## src/hw/cidt_pkg.sv

```systemverilog
//////////////////////////////////////////////////////////////////////////////////////////////////
//////////////////////////////////////////////////////////////////////////////////////////////////
package cidt_pkg;

  localparam int WORD_W   = 24;
  localparam int OPC_W    = 8;
  localparam int OPC_HI   = 23;
  localparam int OPC_LO   = 16;
  localparam int CAT_HI   = 7;
  localparam int CAT_LO   = 6;
  localparam int FORM_BIT = 5;
  localparam int VAR_BIT  = 0;
  localparam int DMODE_HI = 1;
  localparam int DMODE_LO = 0;
  localparam int BYTE_BIT = 15;
  localparam int BASE_HI  = 14;
  localparam int BASE_LO  = 11;
  localparam int DEST_HI  = 10;
  localparam int DEST_LO  = 7;
  localparam int SMODE_HI = 6;
  localparam int SMODE_LO = 4;
  localparam int SRC_HI   = 3;
  localparam int SRC_LO   = 0;
  localparam int WZ_BIT   = 14;
  localparam int FILE_HI  = 13;
  localparam int FILE_LO  = 0;
  localparam int BPOS_HI  = 15;
  localparam int BPOS_LO  = 12;
  localparam int BIND_BIT = 11;
  localparam int BFILE_HI = 10;
  localparam int LMOV_HI  = 15;
  localparam int LMOV_LO  = 4;
  localparam int LFK_HI   = 15;
  localparam int LFK_LO   = 8;
  localparam int LFA_HI   = 7;
  localparam int LAR_HI   = 10;
  localparam int LAR_LO   = 4;
  localparam int PADR_HI  = 15;
  localparam int PADR_LO  = 0;
  localparam int PEXT_HI  = 6;
  localparam int TMOD_HI  = 15;
  localparam int TMOD_LO  = 14;

  typedef logic [OPC_W-1:0]  cidt_opcode_type;
  typedef logic [WORD_W-1:0] cidt_word_type;
  typedef logic [13:0]       cidt_faddr_type;
  typedef logic [15:0]       cidt_literal_type;
  typedef logic [1:0]        cidt_cycles_type;

  typedef enum logic [1:0] {
    CAT_CONTROL  = 2'b00,
    CAT_WORDBYTE = 2'b01,
    CAT_BIT      = 2'b10,
    CAT_LITERAL  = 2'b11
  } cidt_category_type;

  typedef enum logic [2:0] {
    ST_READY  = 3'b000,
    ST_SECOND = 3'b001,
    ST_STALL  = 3'b010,
    ST_SKIP   = 3'b011,
    ST_SKIP2  = 3'b100
  } cidt_phase_type;

  localparam cidt_opcode_type OP_NOP        = 8'h00;
  localparam cidt_opcode_type OP_BRA_ALWAYS = 8'h01;
  localparam cidt_opcode_type OP_BRA_COND   = 8'h02;
  localparam cidt_opcode_type OP_CALL_IND   = 8'h03;
  localparam cidt_opcode_type OP_GOTO_IND   = 8'h04;
  localparam cidt_opcode_type OP_TBL_READ   = 8'h05;
  localparam cidt_opcode_type OP_TBL_WRITE  = 8'h06;
  localparam cidt_opcode_type OP_RETURN     = 8'h07;
  localparam cidt_opcode_type OP_RET_INT    = 8'h08;
  localparam cidt_opcode_type OP_GOTO_DW    = 8'h09;
  localparam cidt_opcode_type OP_CALL_DW    = 8'h0a;
  localparam cidt_opcode_type OP_MOVE_DBL   = 8'h7c;
  localparam cidt_opcode_type OP_CMP_SKIP   = 8'h7e;
  localparam cidt_opcode_type OP_BIT_SKIP   = 8'hbe;
  localparam cidt_opcode_type OP_MOVLIT_DW  = 8'hc2;

  localparam cidt_cycles_type CYC_ZERO   = 2'h0;
  localparam cidt_cycles_type CYC_ONE    = 2'h1;
  localparam cidt_cycles_type CYC_TWO    = 2'h2;

  typedef struct packed {
    logic              valid;
    cidt_word_type     word;
  } cidt_fetch_type;

  typedef struct packed {
    logic              byteMode;
    logic [3:0]        baseReg;
    logic [3:0]        sourceReg;
    logic [2:0]        sourceMode;
    logic [3:0]        destReg;
    logic [1:0]        destMode;
    logic              useFile;
    cidt_faddr_type    fileAddr;
    logic              toWorkingRegZero;
    cidt_literal_type  literal;
    logic [3:0]        bitPos;
    logic              bitIndirect;
    logic [22:0]       progAddr;
    logic [1:0]        tableMode;
  } cidt_operand_type;

  typedef struct packed {
    logic              execute;
    logic              squash;
    cidt_category_type category;
    cidt_opcode_type   opcode;
    cidt_operand_type  ops;
    logic              doubleWord;
    cidt_cycles_type   cycles;
  } cidt_decode_type;

  typedef struct packed {
    cidt_phase_type    phase;
    cidt_cycles_type   count;
    cidt_word_type     firstWord;
    cidt_decode_type   out;
  } cidt_state_type;

  function automatic logic isDoubleWord(input cidt_opcode_type op);
    return (op == OP_GOTO_DW) || (op == OP_CALL_DW) || (op == OP_MOVLIT_DW);
  endfunction : isDoubleWord

  function automatic logic isSkip(input cidt_opcode_type op);
    return (op == OP_CMP_SKIP) || (op == OP_BIT_SKIP);
  endfunction : isSkip

  function automatic cidt_cycles_type extraCycles(input cidt_opcode_type op, input logic cond);
    unique case (op)
      OP_BRA_ALWAYS, OP_CALL_IND, OP_GOTO_IND,
      OP_TBL_READ, OP_TBL_WRITE, OP_MOVE_DBL: return CYC_ONE;
      OP_RETURN, OP_RET_INT:                  return CYC_TWO;
      OP_BRA_COND:                            return cond ? CYC_ONE : CYC_ZERO;
      default:                                return CYC_ZERO;
    endcase
  endfunction : extraCycles

endpackage : cidt_pkg

```

## src/hw/cidt_operand_extract.sv

```systemverilog
`timescale 1ns/100ps
`default_nettype none
module cidt_operand_extract (
  input  wire cidt_pkg::cidt_word_type    firstWord,
  input  wire cidt_pkg::cidt_word_type    secondWord,
  output var  cidt_pkg::cidt_operand_type ops
);

  cidt_pkg::cidt_opcode_type   op;
  cidt_pkg::cidt_category_type cat;

  assign op  = firstWord[cidt_pkg::OPC_HI:cidt_pkg::OPC_LO];
  assign cat = cidt_pkg::cidt_category_type'(op[cidt_pkg::CAT_HI:cidt_pkg::CAT_LO]);

  always_comb begin
    ops          = '0;
    ops.byteMode = firstWord[cidt_pkg::BYTE_BIT];
    unique case (cat)
      cidt_pkg::CAT_WORDBYTE: begin
        if (op[cidt_pkg::FORM_BIT]) begin
          ops.useFile          = 1'b1;
          ops.fileAddr         = firstWord[cidt_pkg::FILE_HI:cidt_pkg::FILE_LO];
          ops.toWorkingRegZero = firstWord[cidt_pkg::WZ_BIT];
        end else begin
          ops.baseReg    = firstWord[cidt_pkg::BASE_HI:cidt_pkg::BASE_LO];
          ops.sourceReg  = firstWord[cidt_pkg::SRC_HI:cidt_pkg::SRC_LO];
          ops.sourceMode = firstWord[cidt_pkg::SMODE_HI:cidt_pkg::SMODE_LO];
          ops.destReg    = firstWord[cidt_pkg::DEST_HI:cidt_pkg::DEST_LO];
          ops.destMode   = op[cidt_pkg::DMODE_HI:cidt_pkg::DMODE_LO];
        end
      end
      cidt_pkg::CAT_BIT: begin
        ops.bitPos = firstWord[cidt_pkg::BPOS_HI:cidt_pkg::BPOS_LO];
        if (op[cidt_pkg::VAR_BIT]) begin
          ops.useFile  = 1'b1;
          ops.fileAddr = cidt_pkg::cidt_faddr_type'(firstWord[cidt_pkg::BFILE_HI:cidt_pkg::FILE_LO]);
        end else begin
          ops.bitIndirect = firstWord[cidt_pkg::BIND_BIT];
          ops.baseReg     = firstWord[cidt_pkg::DEST_HI:cidt_pkg::DEST_LO];
          ops.sourceReg   = firstWord[cidt_pkg::SRC_HI:cidt_pkg::SRC_LO];
          ops.sourceMode  = firstWord[cidt_pkg::SMODE_HI:cidt_pkg::SMODE_LO];
        end
      end
      cidt_pkg::CAT_LITERAL: begin
        if (op == cidt_pkg::OP_MOVLIT_DW) begin
          ops.useFile  = 1'b1;
          ops.fileAddr = firstWord[cidt_pkg::FILE_HI:cidt_pkg::FILE_LO];
          ops.literal  = secondWord[cidt_pkg::PADR_HI:cidt_pkg::PADR_LO];
        end else if (op[cidt_pkg::FORM_BIT]) begin
          ops.baseReg = firstWord[cidt_pkg::BASE_HI:cidt_pkg::BASE_LO];
          ops.literal = cidt_pkg::cidt_literal_type'(firstWord[cidt_pkg::LAR_HI:cidt_pkg::LAR_LO]);
          ops.destReg = op[cidt_pkg::VAR_BIT] ? firstWord[cidt_pkg::SRC_HI:cidt_pkg::SRC_LO]
                                              : firstWord[cidt_pkg::BASE_HI:cidt_pkg::BASE_LO];
        end else if (op[cidt_pkg::VAR_BIT]) begin
          ops.useFile  = 1'b1;
          ops.literal  = cidt_pkg::cidt_literal_type'(firstWord[cidt_pkg::LFK_HI:cidt_pkg::LFK_LO]);
          ops.fileAddr = cidt_pkg::cidt_faddr_type'(firstWord[cidt_pkg::LFA_HI:cidt_pkg::FILE_LO]);
        end else begin
          ops.literal = cidt_pkg::cidt_literal_type'(firstWord[cidt_pkg::LMOV_HI:cidt_pkg::LMOV_LO]);
          ops.baseReg = firstWord[cidt_pkg::SRC_HI:cidt_pkg::SRC_LO];
        end
      end
      cidt_pkg::CAT_CONTROL: begin
        ops.progAddr  = {secondWord[cidt_pkg::PEXT_HI:cidt_pkg::FILE_LO],
                         firstWord[cidt_pkg::PADR_HI:cidt_pkg::PADR_LO]};
        ops.tableMode = firstWord[cidt_pkg::TMOD_HI:cidt_pkg::TMOD_LO];
        ops.sourceReg = firstWord[cidt_pkg::SRC_HI:cidt_pkg::SRC_LO];
      end
    endcase
  end

endmodule : cidt_operand_extract
`default_nettype wire

```

## src/hw/cidt_decoder.sv

```systemverilog
`timescale 1ns/100ps
`default_nettype none
module cidt_decoder (
  input  wire logic                      clock,
  input  wire logic                      nrst,
  input  wire cidt_pkg::cidt_fetch_type  fetch,
  input  wire logic                      testTrue,
  output logic                           fetchReady,
  output var  cidt_pkg::cidt_decode_type decoded
);

  //////////////////////////////////////////////////////////////////////////////////////////////
  // state and decode inputs

  cidt_pkg::cidt_state_type   s;
  cidt_pkg::cidt_state_type   next_s;
  cidt_pkg::cidt_operand_type ops;
  cidt_pkg::cidt_word_type    exFirst;
  cidt_pkg::cidt_word_type    exSecond;
  cidt_pkg::cidt_opcode_type  opc;
  cidt_pkg::cidt_opcode_type  heldOpc;
  cidt_pkg::cidt_cycles_type  extra;
  logic                       take;

  assign fetchReady = (s.phase != cidt_pkg::ST_STALL);
  assign take       = fetch.valid && fetchReady;
  assign opc        = fetch.word[cidt_pkg::OPC_HI:cidt_pkg::OPC_LO];
  assign heldOpc    = s.firstWord[cidt_pkg::OPC_HI:cidt_pkg::OPC_LO];
  assign extra      = cidt_pkg::extraCycles(opc, testTrue);
  assign decoded    = s.out;

  // second word only joins the operands while finishing a double-word form
  assign exFirst  = (s.phase == cidt_pkg::ST_SECOND) ? s.firstWord : fetch.word;
  assign exSecond = (s.phase == cidt_pkg::ST_SECOND) ? fetch.word : '0;

  cidt_operand_extract u_extract (
    .firstWord  (exFirst),
    .secondWord (exSecond),
    .ops        (ops)
  );

  //////////////////////////////////////////////////////////////////////////////////////////////
  // sequencing

  always_comb begin
    next_s             = s;
    next_s.out.execute = 1'b0;
    next_s.out.squash  = 1'b0;
    unique case (s.phase)
      cidt_pkg::ST_READY: begin
        if (take) begin
          if (cidt_pkg::isDoubleWord(opc)) begin
            next_s.firstWord = fetch.word;
            next_s.phase     = cidt_pkg::ST_SECOND;
          end else begin
            next_s.out.execute    = 1'b1;
            next_s.out.category   = cidt_pkg::cidt_category_type'(
                                      opc[cidt_pkg::CAT_HI:cidt_pkg::CAT_LO]);
            next_s.out.opcode     = opc;
            next_s.out.ops        = ops;
            next_s.out.doubleWord = 1'b0;
            next_s.out.cycles     = cidt_pkg::cidt_cycles_type'(cidt_pkg::CYC_ONE + extra);
            if (cidt_pkg::isSkip(opc) && testTrue) begin
              next_s.phase = cidt_pkg::ST_SKIP;
            end else if (extra != cidt_pkg::CYC_ZERO) begin
              next_s.count = extra;
              next_s.phase = cidt_pkg::ST_STALL;
            end
          end
        end
      end
      cidt_pkg::ST_SECOND: begin
        if (take) begin
          next_s.out.execute    = 1'b1;
          next_s.out.category   = cidt_pkg::cidt_category_type'(
                                    heldOpc[cidt_pkg::CAT_HI:cidt_pkg::CAT_LO]);
          next_s.out.opcode     = heldOpc;
          next_s.out.ops        = ops;
          next_s.out.doubleWord = 1'b1;
          next_s.out.cycles     = cidt_pkg::CYC_TWO;
          next_s.phase          = cidt_pkg::ST_READY;
        end
      end
      cidt_pkg::ST_STALL: begin
        next_s.out.squash = 1'b1;
        next_s.count      = cidt_pkg::cidt_cycles_type'(s.count - cidt_pkg::CYC_ONE);
        if (s.count == cidt_pkg::CYC_ONE) begin
          next_s.phase = cidt_pkg::ST_READY;
        end
      end
      cidt_pkg::ST_SKIP: begin
        if (take) begin
          next_s.out.squash = 1'b1;
          next_s.phase      = cidt_pkg::isDoubleWord(opc) ? cidt_pkg::ST_SKIP2
                                                          : cidt_pkg::ST_READY;
        end
      end
      cidt_pkg::ST_SKIP2: begin
        if (take) begin
          next_s.out.squash = 1'b1;
          next_s.phase      = cidt_pkg::ST_READY;
        end
      end
      default: begin
        next_s.phase = cidt_pkg::ST_READY;
      end
    endcase
  end

  always_ff @(posedge clock or negedge nrst) begin
    if (!nrst) begin
      s <= '0;
    end else begin
      s <= next_s;
    end
  end

  logic readyTake;
  assign readyTake = take && (s.phase == cidt_pkg::ST_READY);

  cidt_pkg::cidt_category_type opcCat;
  logic [3:0]                  wBase;
  logic [3:0]                  wSrc;
  logic [3:0]                  wDest;
  assign opcCat = cidt_pkg::cidt_category_type'(opc[cidt_pkg::CAT_HI:cidt_pkg::CAT_LO]);
  assign wBase  = fetch.word[cidt_pkg::BASE_HI:cidt_pkg::BASE_LO];
  assign wSrc   = fetch.word[cidt_pkg::SRC_HI:cidt_pkg::SRC_LO];
  assign wDest  = fetch.word[cidt_pkg::DEST_HI:cidt_pkg::DEST_LO];
endmodule : cidt_decoder
`default_nettype wire

```

## config.mk

```make
export PLATFORM = sky130hd
export DESIGN_NAME = cidt_decoder
export DESIGN_NICKNAME = d
export VERILOG_FILES = /design/src/hw/cidt_pkg.sv /design/src/hw/cidt_operand_extract.sv /design/src/hw/cidt_decoder.sv
export SDC_FILE = /design/constraint.sdc
export NUM_CORES = 1
export LEC_CHECK = 0
export ABC_CLOCK_PERIOD_IN_PS = 7800
export BUFFER_PORTS_ARGS = -buffer_cell sky130_fd_sc_hd__buf_2
export CAP_MARGIN = 10
export CORE_MARGIN = 2
export CORE_UTILIZATION = 41
export DETAILED_ROUTE_END_ITERATION = 10
export MAX_ROUTING_LAYER = met4
export PLACE_DENSITY_LB_ADDON = 0.08
export RECOVER_POWER = 50
export SLEW_MARGIN = 20
export SYNTH_ARGS = -nofsm -noshare
export SYNTH_HDL_FRONTEND = slang
export SYNTH_SLANG_ARGS = --single-unit
```

## constraint.sdc

```tcl
create_clock -name clock -period 7.8 [get_ports clock]
set_clock_uncertainty 0.1 [all_clocks]
set_input_delay 1.56 -clock clock [delete_from_list [all_inputs] [get_ports clock]]
set_output_delay 1.56 -clock clock [all_outputs]
set_load 0.05 [all_outputs]
```

==> metrics.txt, run 1 <==
status finished with violations; failing checks max-capacitance violations, max-slew violations; Wirelength per Cell 20.2 microns; Worst Tran Pin Value approximately 3.3 ns; WS Path Type in2async; slowest CP cell clkbuf_1; Core ar. between 0.015 and 0.02 sq mm; Synth Flop Type dfrtp_1; CP endpoint decoded[65]; Crit path largest cell delay between 2 and 2.5 ns; Die W 132 microns; PostCTS Resize Cnt 0; Worst R2R Setup Slack roughly 3.7 ns; Worst VDD drop around 0.14 mV; CP delay by family, top buffers and inverters; CP Max Fanout 62; most common cell in the netlist dfrtp_1; Sink Count between 100 and 150; critical path arrival about 5.3 ns; remaining antenna violation count after routing 0; Post-synth EDFFs 0; Via density 5.54; Period minus WS final slightly above 5 ns; TritonCTS Buffers 17; I/O pins about 120; IO Port Bufs approximately 120; met1 Use GR 0.295; Mapped Area 0.00674 sq mm; # DRC 0; Die Ht around 130 microns; Pwr Density ~290 mW/mm^2; crit end category asynchronous set/reset pin; Worst Setup SP nrst; Root Buffer clkbuf_16; Fmax just under 200 MHz; synth top area cells dfrtp_1 (45%), buf_4 (11%), nand2_1 (5.1%); hpwl dp 13.4 mm; num rows 46; Reg2Reg Depth 11; DR iter-0 viols between 400 and 500; fin worst setup slack 2.63 ns; CTS tree built; Synthesized Nets ~730; die footprint ~0.017 sq mm; ys async rst share 1.00; pre-CTS setup slack 3.23 ns; grt met2 use 0.339; n_diodes 0; Total Routing Usage GR 0.226; cells along the critical path clkbuf_1 > clkbuf_2; vias in the first global route between 5000 and 6000; Pleak about 3.2 nW; FILL cells between 1500 and 2000; total gr overflow 0; commonest cells in the netlist dfrtp_1 (120), buf_4 (102), nand2_1 (92), mux2i_1 (34), nor2_1 (31); Synth warnings 0; Hold Path Class reg2reg; top cell type by total area after synthesis dfrtp_1; startpoint types primary input; CTS clk-pin slew, worst paths 0.05 ns; htree depth 4; reg2reg end decoded[62]; clk_lat worst skew 0.42 ns; Hold Fails Final Rpt 0; worst-case headroom to the max-slew limit -1.21; WP buf/inv 2; setup TNS 0 ns; WP data required 7.95 ns; register area share after synthesis 0.446; Synth cell types 60; unrepaired setup endpoints after global routing no; Pre-antenna DRT Iters 5; first-pass GRT wire length between 20 and 30 mm; #FFs+latches synth between 100 and 150; Gate Count Post-Synth around 700; fraction of layout cells with a size suffix above 1 0.144; Area Overhead vs Synth 7.84%; met3 GRT Util 0.0569; Final setup viols 0; Max-Cap Viols 2; drt total wl around 19 mm; antenna violations before repair 0; Hold-fix buffers, CTS 0; # nets final between 700 and 800; largest net degree at the start of global routing 69; Power, Total about 2.1 mW; grt peak-use layer met2; starting density of the core 0.422; Pins Over Slew Limit around 120; Mean Syn Cell Area 9.66 sq um; RD Place Congestion between 0.8 and 0.9; Post CTS Setup Buffer Count 0; Final period util 0.662; Yosys top cell area share 0.446; total number of vias 5205; worst reg2reg startpoint s[121]; CTS max path bufs 2; CP Depth 2
## metal layers
metal,share of wire,up-vias
met5,0,-
met4,0.024,0
met3,0.055,32
met2,0.46,192
met1,0.46,2594
li1,-,2387
## worst reg2reg max path, stage by stage (launching register included)
cell	delay (ns)
dfrtp_1	0.61
nor3b_2	0.24
buf_4	0.48
mux2i_1	0.54
inv_1	0.16
ha_1	0.33
nand4bb_1	0.22
nor4_2	0.07
buf_4	0.22
a31oi_1	0.59
a21oi_1	0.24
a22o_1	0.23
## sequential cells by signal, indices dropped and copies added, names as in the netlist
name	count
s	21
heldOpc	8
decoded	91
## report_power, final
part	switching, mW	total (mW)	internal (mW)
clock network	0.288	0.824	0.536
registers	0.0627	0.767	0.704
logic	0.428	0.547	0.119
total	0.779	2.14	1.36
## layout by cell type, fill, tap and decap left out, drive strengths merged, types with 3 or more instances in the layout
| master | netlist | layout |
|---|---|---|
| nor2b | 8 | 8 |
| o31ai | 29 | 29 |
| and2 | 4 | 4 |
| nand3 | 29 | 29 |
| ha | 7 | 7 |
| clkinv | 1 | 5 |
| nor3 | 7 | 7 |
| nand4 | 3 | 3 |
| o21ai | 43 | 43 |
| nand4b | 3 | 3 |
| or3 | 4 | 4 |
| nor3b | 6 | 6 |
| or4 | 3 | 3 |
| mux2i | 35 | 35 |
| nand2b | 12 | 12 |
| inv | 12 | 14 |
| nor2 | 31 | 31 |
| mux2 | 28 | 28 |
| bufinv | 0 | 3 |
| dfrtp | 120 | 120 |
| a31oi | 8 | 8 |
| a22o | 14 | 14 |
| o211ai | 4 | 4 |
| buf | 119 | 30 |
| a21oi | 17 | 17 |
| nor4b | 4 | 4 |
| clkbuf | 15 | 119 |
| nand2 | 93 | 93 |
| a22oi | 4 | 4 |
| or4b | 3 | 3 |
| o22ai | 6 | 6 |
## area by class of cell
cell class / count / area [sq um] / share of cell area
repair buffers: 128 / 529 / 0.0729
multi-input cells: 430 / 2790 / 0.384
well taps: 216 / 270 / 0.0372
clock buffers: 21 / 480 / 0.0661
inverters: 13 / 48.8 / 0.00672
clock inverters: 11 / 143 / 0.0196
flip-flops and latches: 120 / 3000 / 0.413
## per-stage QoR
step | hold slack [ns] | instance area (sq um) | util | cells
final | 0.369 | 7260 | 0.456 | 939
after global routing | 0.397 | 7260 | 0.456 | 939
after CTS | 0.370 | 7390 | 0.464 | 939
after detailed placement | 0.356 | 6770 | 0.424 | 907
after global placement | 0.347 | 6770 | 0.424 | 907
after floorplan | 0.340 | 6740 | - | 697
## worst min path at each step
stage,startpoint,end,slack (ns),cells past startpoint
after floorplan,decoded[1],decoded[1],0.34,2
after global placement,decoded[21],decoded[21],0.35,2
after detailed placement,decoded[22],decoded[22],0.36,2
after CTS,decoded[21],decoded[21],0.37,2
after global routing,decoded[22],decoded[22],0.40,2
final,decoded[22],decoded[22],0.37,2
## cell families after synthesis
| logic type | Yosys count | synth area share |
|---|---|---|
| muxes | 63 | 0.0994 |
| and+or+nand+nor | 218 | 0.158 |
| adders and majority gates | 7 | 0.0130 |
| AOI/OAI and AO/OA | 140 | 0.140 |
| buffers and inverters | 147 | 0.142 |
| DFF | 120 | 0.446 |
| xor gates and xnor gates | 2 | 0.00260 |
No activity file was read; power rests on OpenSTA's default activity.
==> run 2, diff against run 1 <==
--- a/config.mk
+++ b/config.mk
@@ -5,7 +5,7 @@
 export SDC_FILE = /design/constraint.sdc
 export NUM_CORES = 1
 export LEC_CHECK = 0
-export ABC_CLOCK_PERIOD_IN_PS = 7800
+export ABC_CLOCK_PERIOD_IN_PS = 5330
 export BUFFER_PORTS_ARGS = -buffer_cell sky130_fd_sc_hd__buf_2
 export CAP_MARGIN = 10
 export CORE_MARGIN = 2
==> constraint.sdc (replaced) <==
create_clock -name clock -period 5.33 [get_ports clock]
set_clock_uncertainty 0.1 [all_clocks]
set_input_delay 1.066 -clock clock [delete_from_list [all_inputs] [get_ports clock]]
set_output_delay 1.066 -clock clock [all_outputs]
set_load 0.05 [all_outputs]
==> run 2 against run 1 <==
Against the previous run:
- the flow still finishes with violations (max-capacitance violations, max-slew violations)
- cell area is 1.1% higher
- global-route usage is 0.49 points lower
- sequential power is 45% higher
- register-to-register slack worse by 2.1 ns
- core utilization is 0.48 points higher
- combinational power is 50% higher
- worst setup slack worse by 1.0 ns
- wire length is 3.0% lower
- critical endpoint is now decoded[63]
- largest power group unchanged
- highest routed layer unchanged
==> metrics.txt, run 2 (same netlist as run 1, synthesis figures left out) <==
PostCTS Resize Cnt 0 (unchanged); cells along the critical path nor3b_2 > mux2i_1 > buf_4 > inv_1 > ha_1 > nand4bb_1 > nor4_2 > buf_4 > a31oi_1 > a21oi_1 > a22o_1 (was clkbuf_1 > clkbuf_2); antenna violations before repair 1 (was 0); Logic pwr share 0.264 (was 0.256); CP most frequent cell buf_4; WP data required 5.54 ns (was 7.95 ns); num rows 46 (unchanged); Hold Path Class reg2reg (unchanged); commonest non-fill, non-tap cell in the layout dfrtp_1 (unchanged); Crit path largest cell delay 0.58 ns (was 2.29 ns); Pleak 3.39 nW (was 3.21 nW); Placement Cell Area 0.00680 sq mm (was 0.00677 sq mm); htree depth 4 (unchanged); # nets final 748 (was 745); flip-flop count of the largest register after layout 91 (unchanged); Worst R2R Setup Slack 1.60 ns (was 3.67 ns); worst reg2reg startpoint s[121] (unchanged); Hold Fails Final Rpt 0 (unchanged); Switch Pwr 1.14 mW (was 0.779 mW); Power, Total 3.10 mW (was 2.14 mW); Die W 132 microns (unchanged); Core ar. 0.0159 sq mm (unchanged); critical path arrival 3.94 ns (was 5.32 ns); drt total wl 18.4 mm (was 18.9 mm); Final period util 0.700; final instance area 0.00734 sq mm (was 0.00726 sq mm); IO Port Bufs 123 (unchanged); unrepaired setup endpoints after global routing no (unchanged); hold_ws 0.363 ns (was 0.369 ns); Period minus WS final 3.73 ns; slowest CP cell dfrtp_1 (was clkbuf_1); Root Buffer clkbuf_16 (unchanged); CTS max path bufs 2 (unchanged); Max-Cap Viols 1 (was 2); die footprint 0.0175 sq mm (unchanged); sequential share of power 0.359 (about the same); setup TNS 0 ns (unchanged); DR iter-0 viols 277 (was 411); largest net degree at the start of global routing 60 (was 69); worst-case headroom to the max-slew limit -0.341 (was -1.21); Sw Share 0.367 (was 0.364); CTS tree built (unchanged); Hold-fix buffers, CTS 0 (unchanged); CP Max Fanout 15 (was 62); fin worst setup slack 1.60 ns (was 2.63 ns); first-pass GRT wire length 28.7 mm (was 29.5 mm); reg2reg end decoded[63] (was decoded[62]); total number of vias 5132 (was 5205); starting density of the core 0.422 (unchanged); Pins Over Slew Limit 37 (was 123); Wirelength per Cell 19.5 microns (was 20.2 microns); Worst VDD drop 0.221 mV (was 0.142 mV); crit end category register (was asynchronous set/reset pin); FILL cells 1605 (was 1632); I/O pins 124 (unchanged); WHS Path Cells 2 (unchanged); total gr overflow 0 (unchanged); Post CTS Setup Buffer Count 0 (unchanged); vias in the first global route 5109 (was 5099); WS Path Type reg2reg (was in2async); clk_lat worst skew 0.42 ns (about the same); Fmax roughly 270 MHz; Worst Tran Pin Value 2.01 ns (was 3.31 ns); Die Ht 132 microns (unchanged); Area Overhead vs Synth 8.97% (was 7.84%); status finished with violations (unchanged); Final setup viols 0 (unchanged); failing checks max-capacitance violations, max-slew violations (unchanged); startpoint types register (was primary input); Total Routing Usage GR 0.221 (was 0.226); # DRC 0 (unchanged); leading cell types in the layout, fill and taps excluded dfrtp_1 (120), nand2_1 (92), buf_2 (74) (was dfrtp_1 (120), clkbuf_1 (97), nand2_1 (92)); TritonCTS Buffers 17 (unchanged); hpwl dp 13.2 mm (was 13.4 mm); Via density 5.45 (was 5.54); Hold Path End decoded[21] (was decoded[22]); clock power share 0.377 (was 0.385); Pre-antenna DRT Iters 5 (unchanged); placed cells 910 (was 907); pre-CTS setup slack 1.29 ns (was 3.23 ns); RD Place Congestion 0.895 (was 0.882); Hold Path Origin decoded[21] (was decoded[22]); remaining antenna violation count after routing 0 (unchanged); CTS clk-pin slew, worst paths 0.06 ns (was 0.05 ns); Pwr Density 422 mW/mm^2 (was 294 mW/mm^2); Non-Filler Instances 942 (was 939); fin util 0.460 (was 0.456); area occupied by multi-input gates 0.00279 sq mm (unchanged); register area 0.00300 sq mm (unchanged); Sink Count 120 (unchanged); Reg2Reg Depth 11 (unchanged); P_int 1.96 mW (was 1.36 mW); fraction of layout cells with a size suffix above 1 0.212 (was 0.144)
-- run 2: cell count changes in the layout (fill, tap and decap cells not counted), sizes merged --
| cell | before | now |
|---|---|---|
| clkbuf | 119 | 67 |
| buf | 30 | 81 |
| clkinv | 5 | 8 |
| diode | 0 | 1 |
-- run 2: power by group through the flow --
stage	clock, mW	sequential [mW]	combinational (mW)
6_report	1.17	1.11	0.820
5_1_grt	1.23	1.13	0.878
4_1_cts	1.19	1.11	0.838
3_5_place_dp	0	1.13	0.836
3_3_place_gp	0	1.12	0.830
2_1_floorplan	0	1.10	0.773
-- run 2: worst max-delay path by stage --
stage,startpoint,to,cells after the start
6_report,s[121],decoded[63],11
5_1_grt,nrst,s[97],2
4_1_cts,s[121],decoded[61],11
3_5_place_dp,fetch[16],decoded[36],6
3_3_place_gp,fetch[16],decoded[36],6
2_1_floorplan,s[123],decoded[33],14
-- run 2: critical path, delay by kind of cell, from the launching register on --
kind                       cells  cell delay [ns]
AOI/OAI and AO/OA              3             1.08
DFF                            1             0.58
muxes                          1             0.25
buffers and inverters          3             0.49
and+or+nand+nor                3             0.77
adders and majority gates      1             0.33
-- run 2: routing by layer --
metal  global-route usage  part of all wire  vias to the layer above  wire length, microns
met5                    -                 0                        -                     0
met4               0.0860             0.021                        0                   383
met3               0.0507             0.066                       32                  1210
met2                0.342              0.47                      201                  8590
met1                0.282              0.45                     2504                  8190
li1                     -                 -                     2395                     -
-- run 2: final cells by class --
type / count / share of cell area
inverter: 13 / 0.00665
sequential: 120 / 0.409
multi-input combinational: 430 / 0.380
clock buffer: 17 / 0.0580
antenna: 1 / 0.000341
timing repair buffer: 131 / 0.0851
tap: 216 / 0.0368
clock inverter: 14 / 0.0240
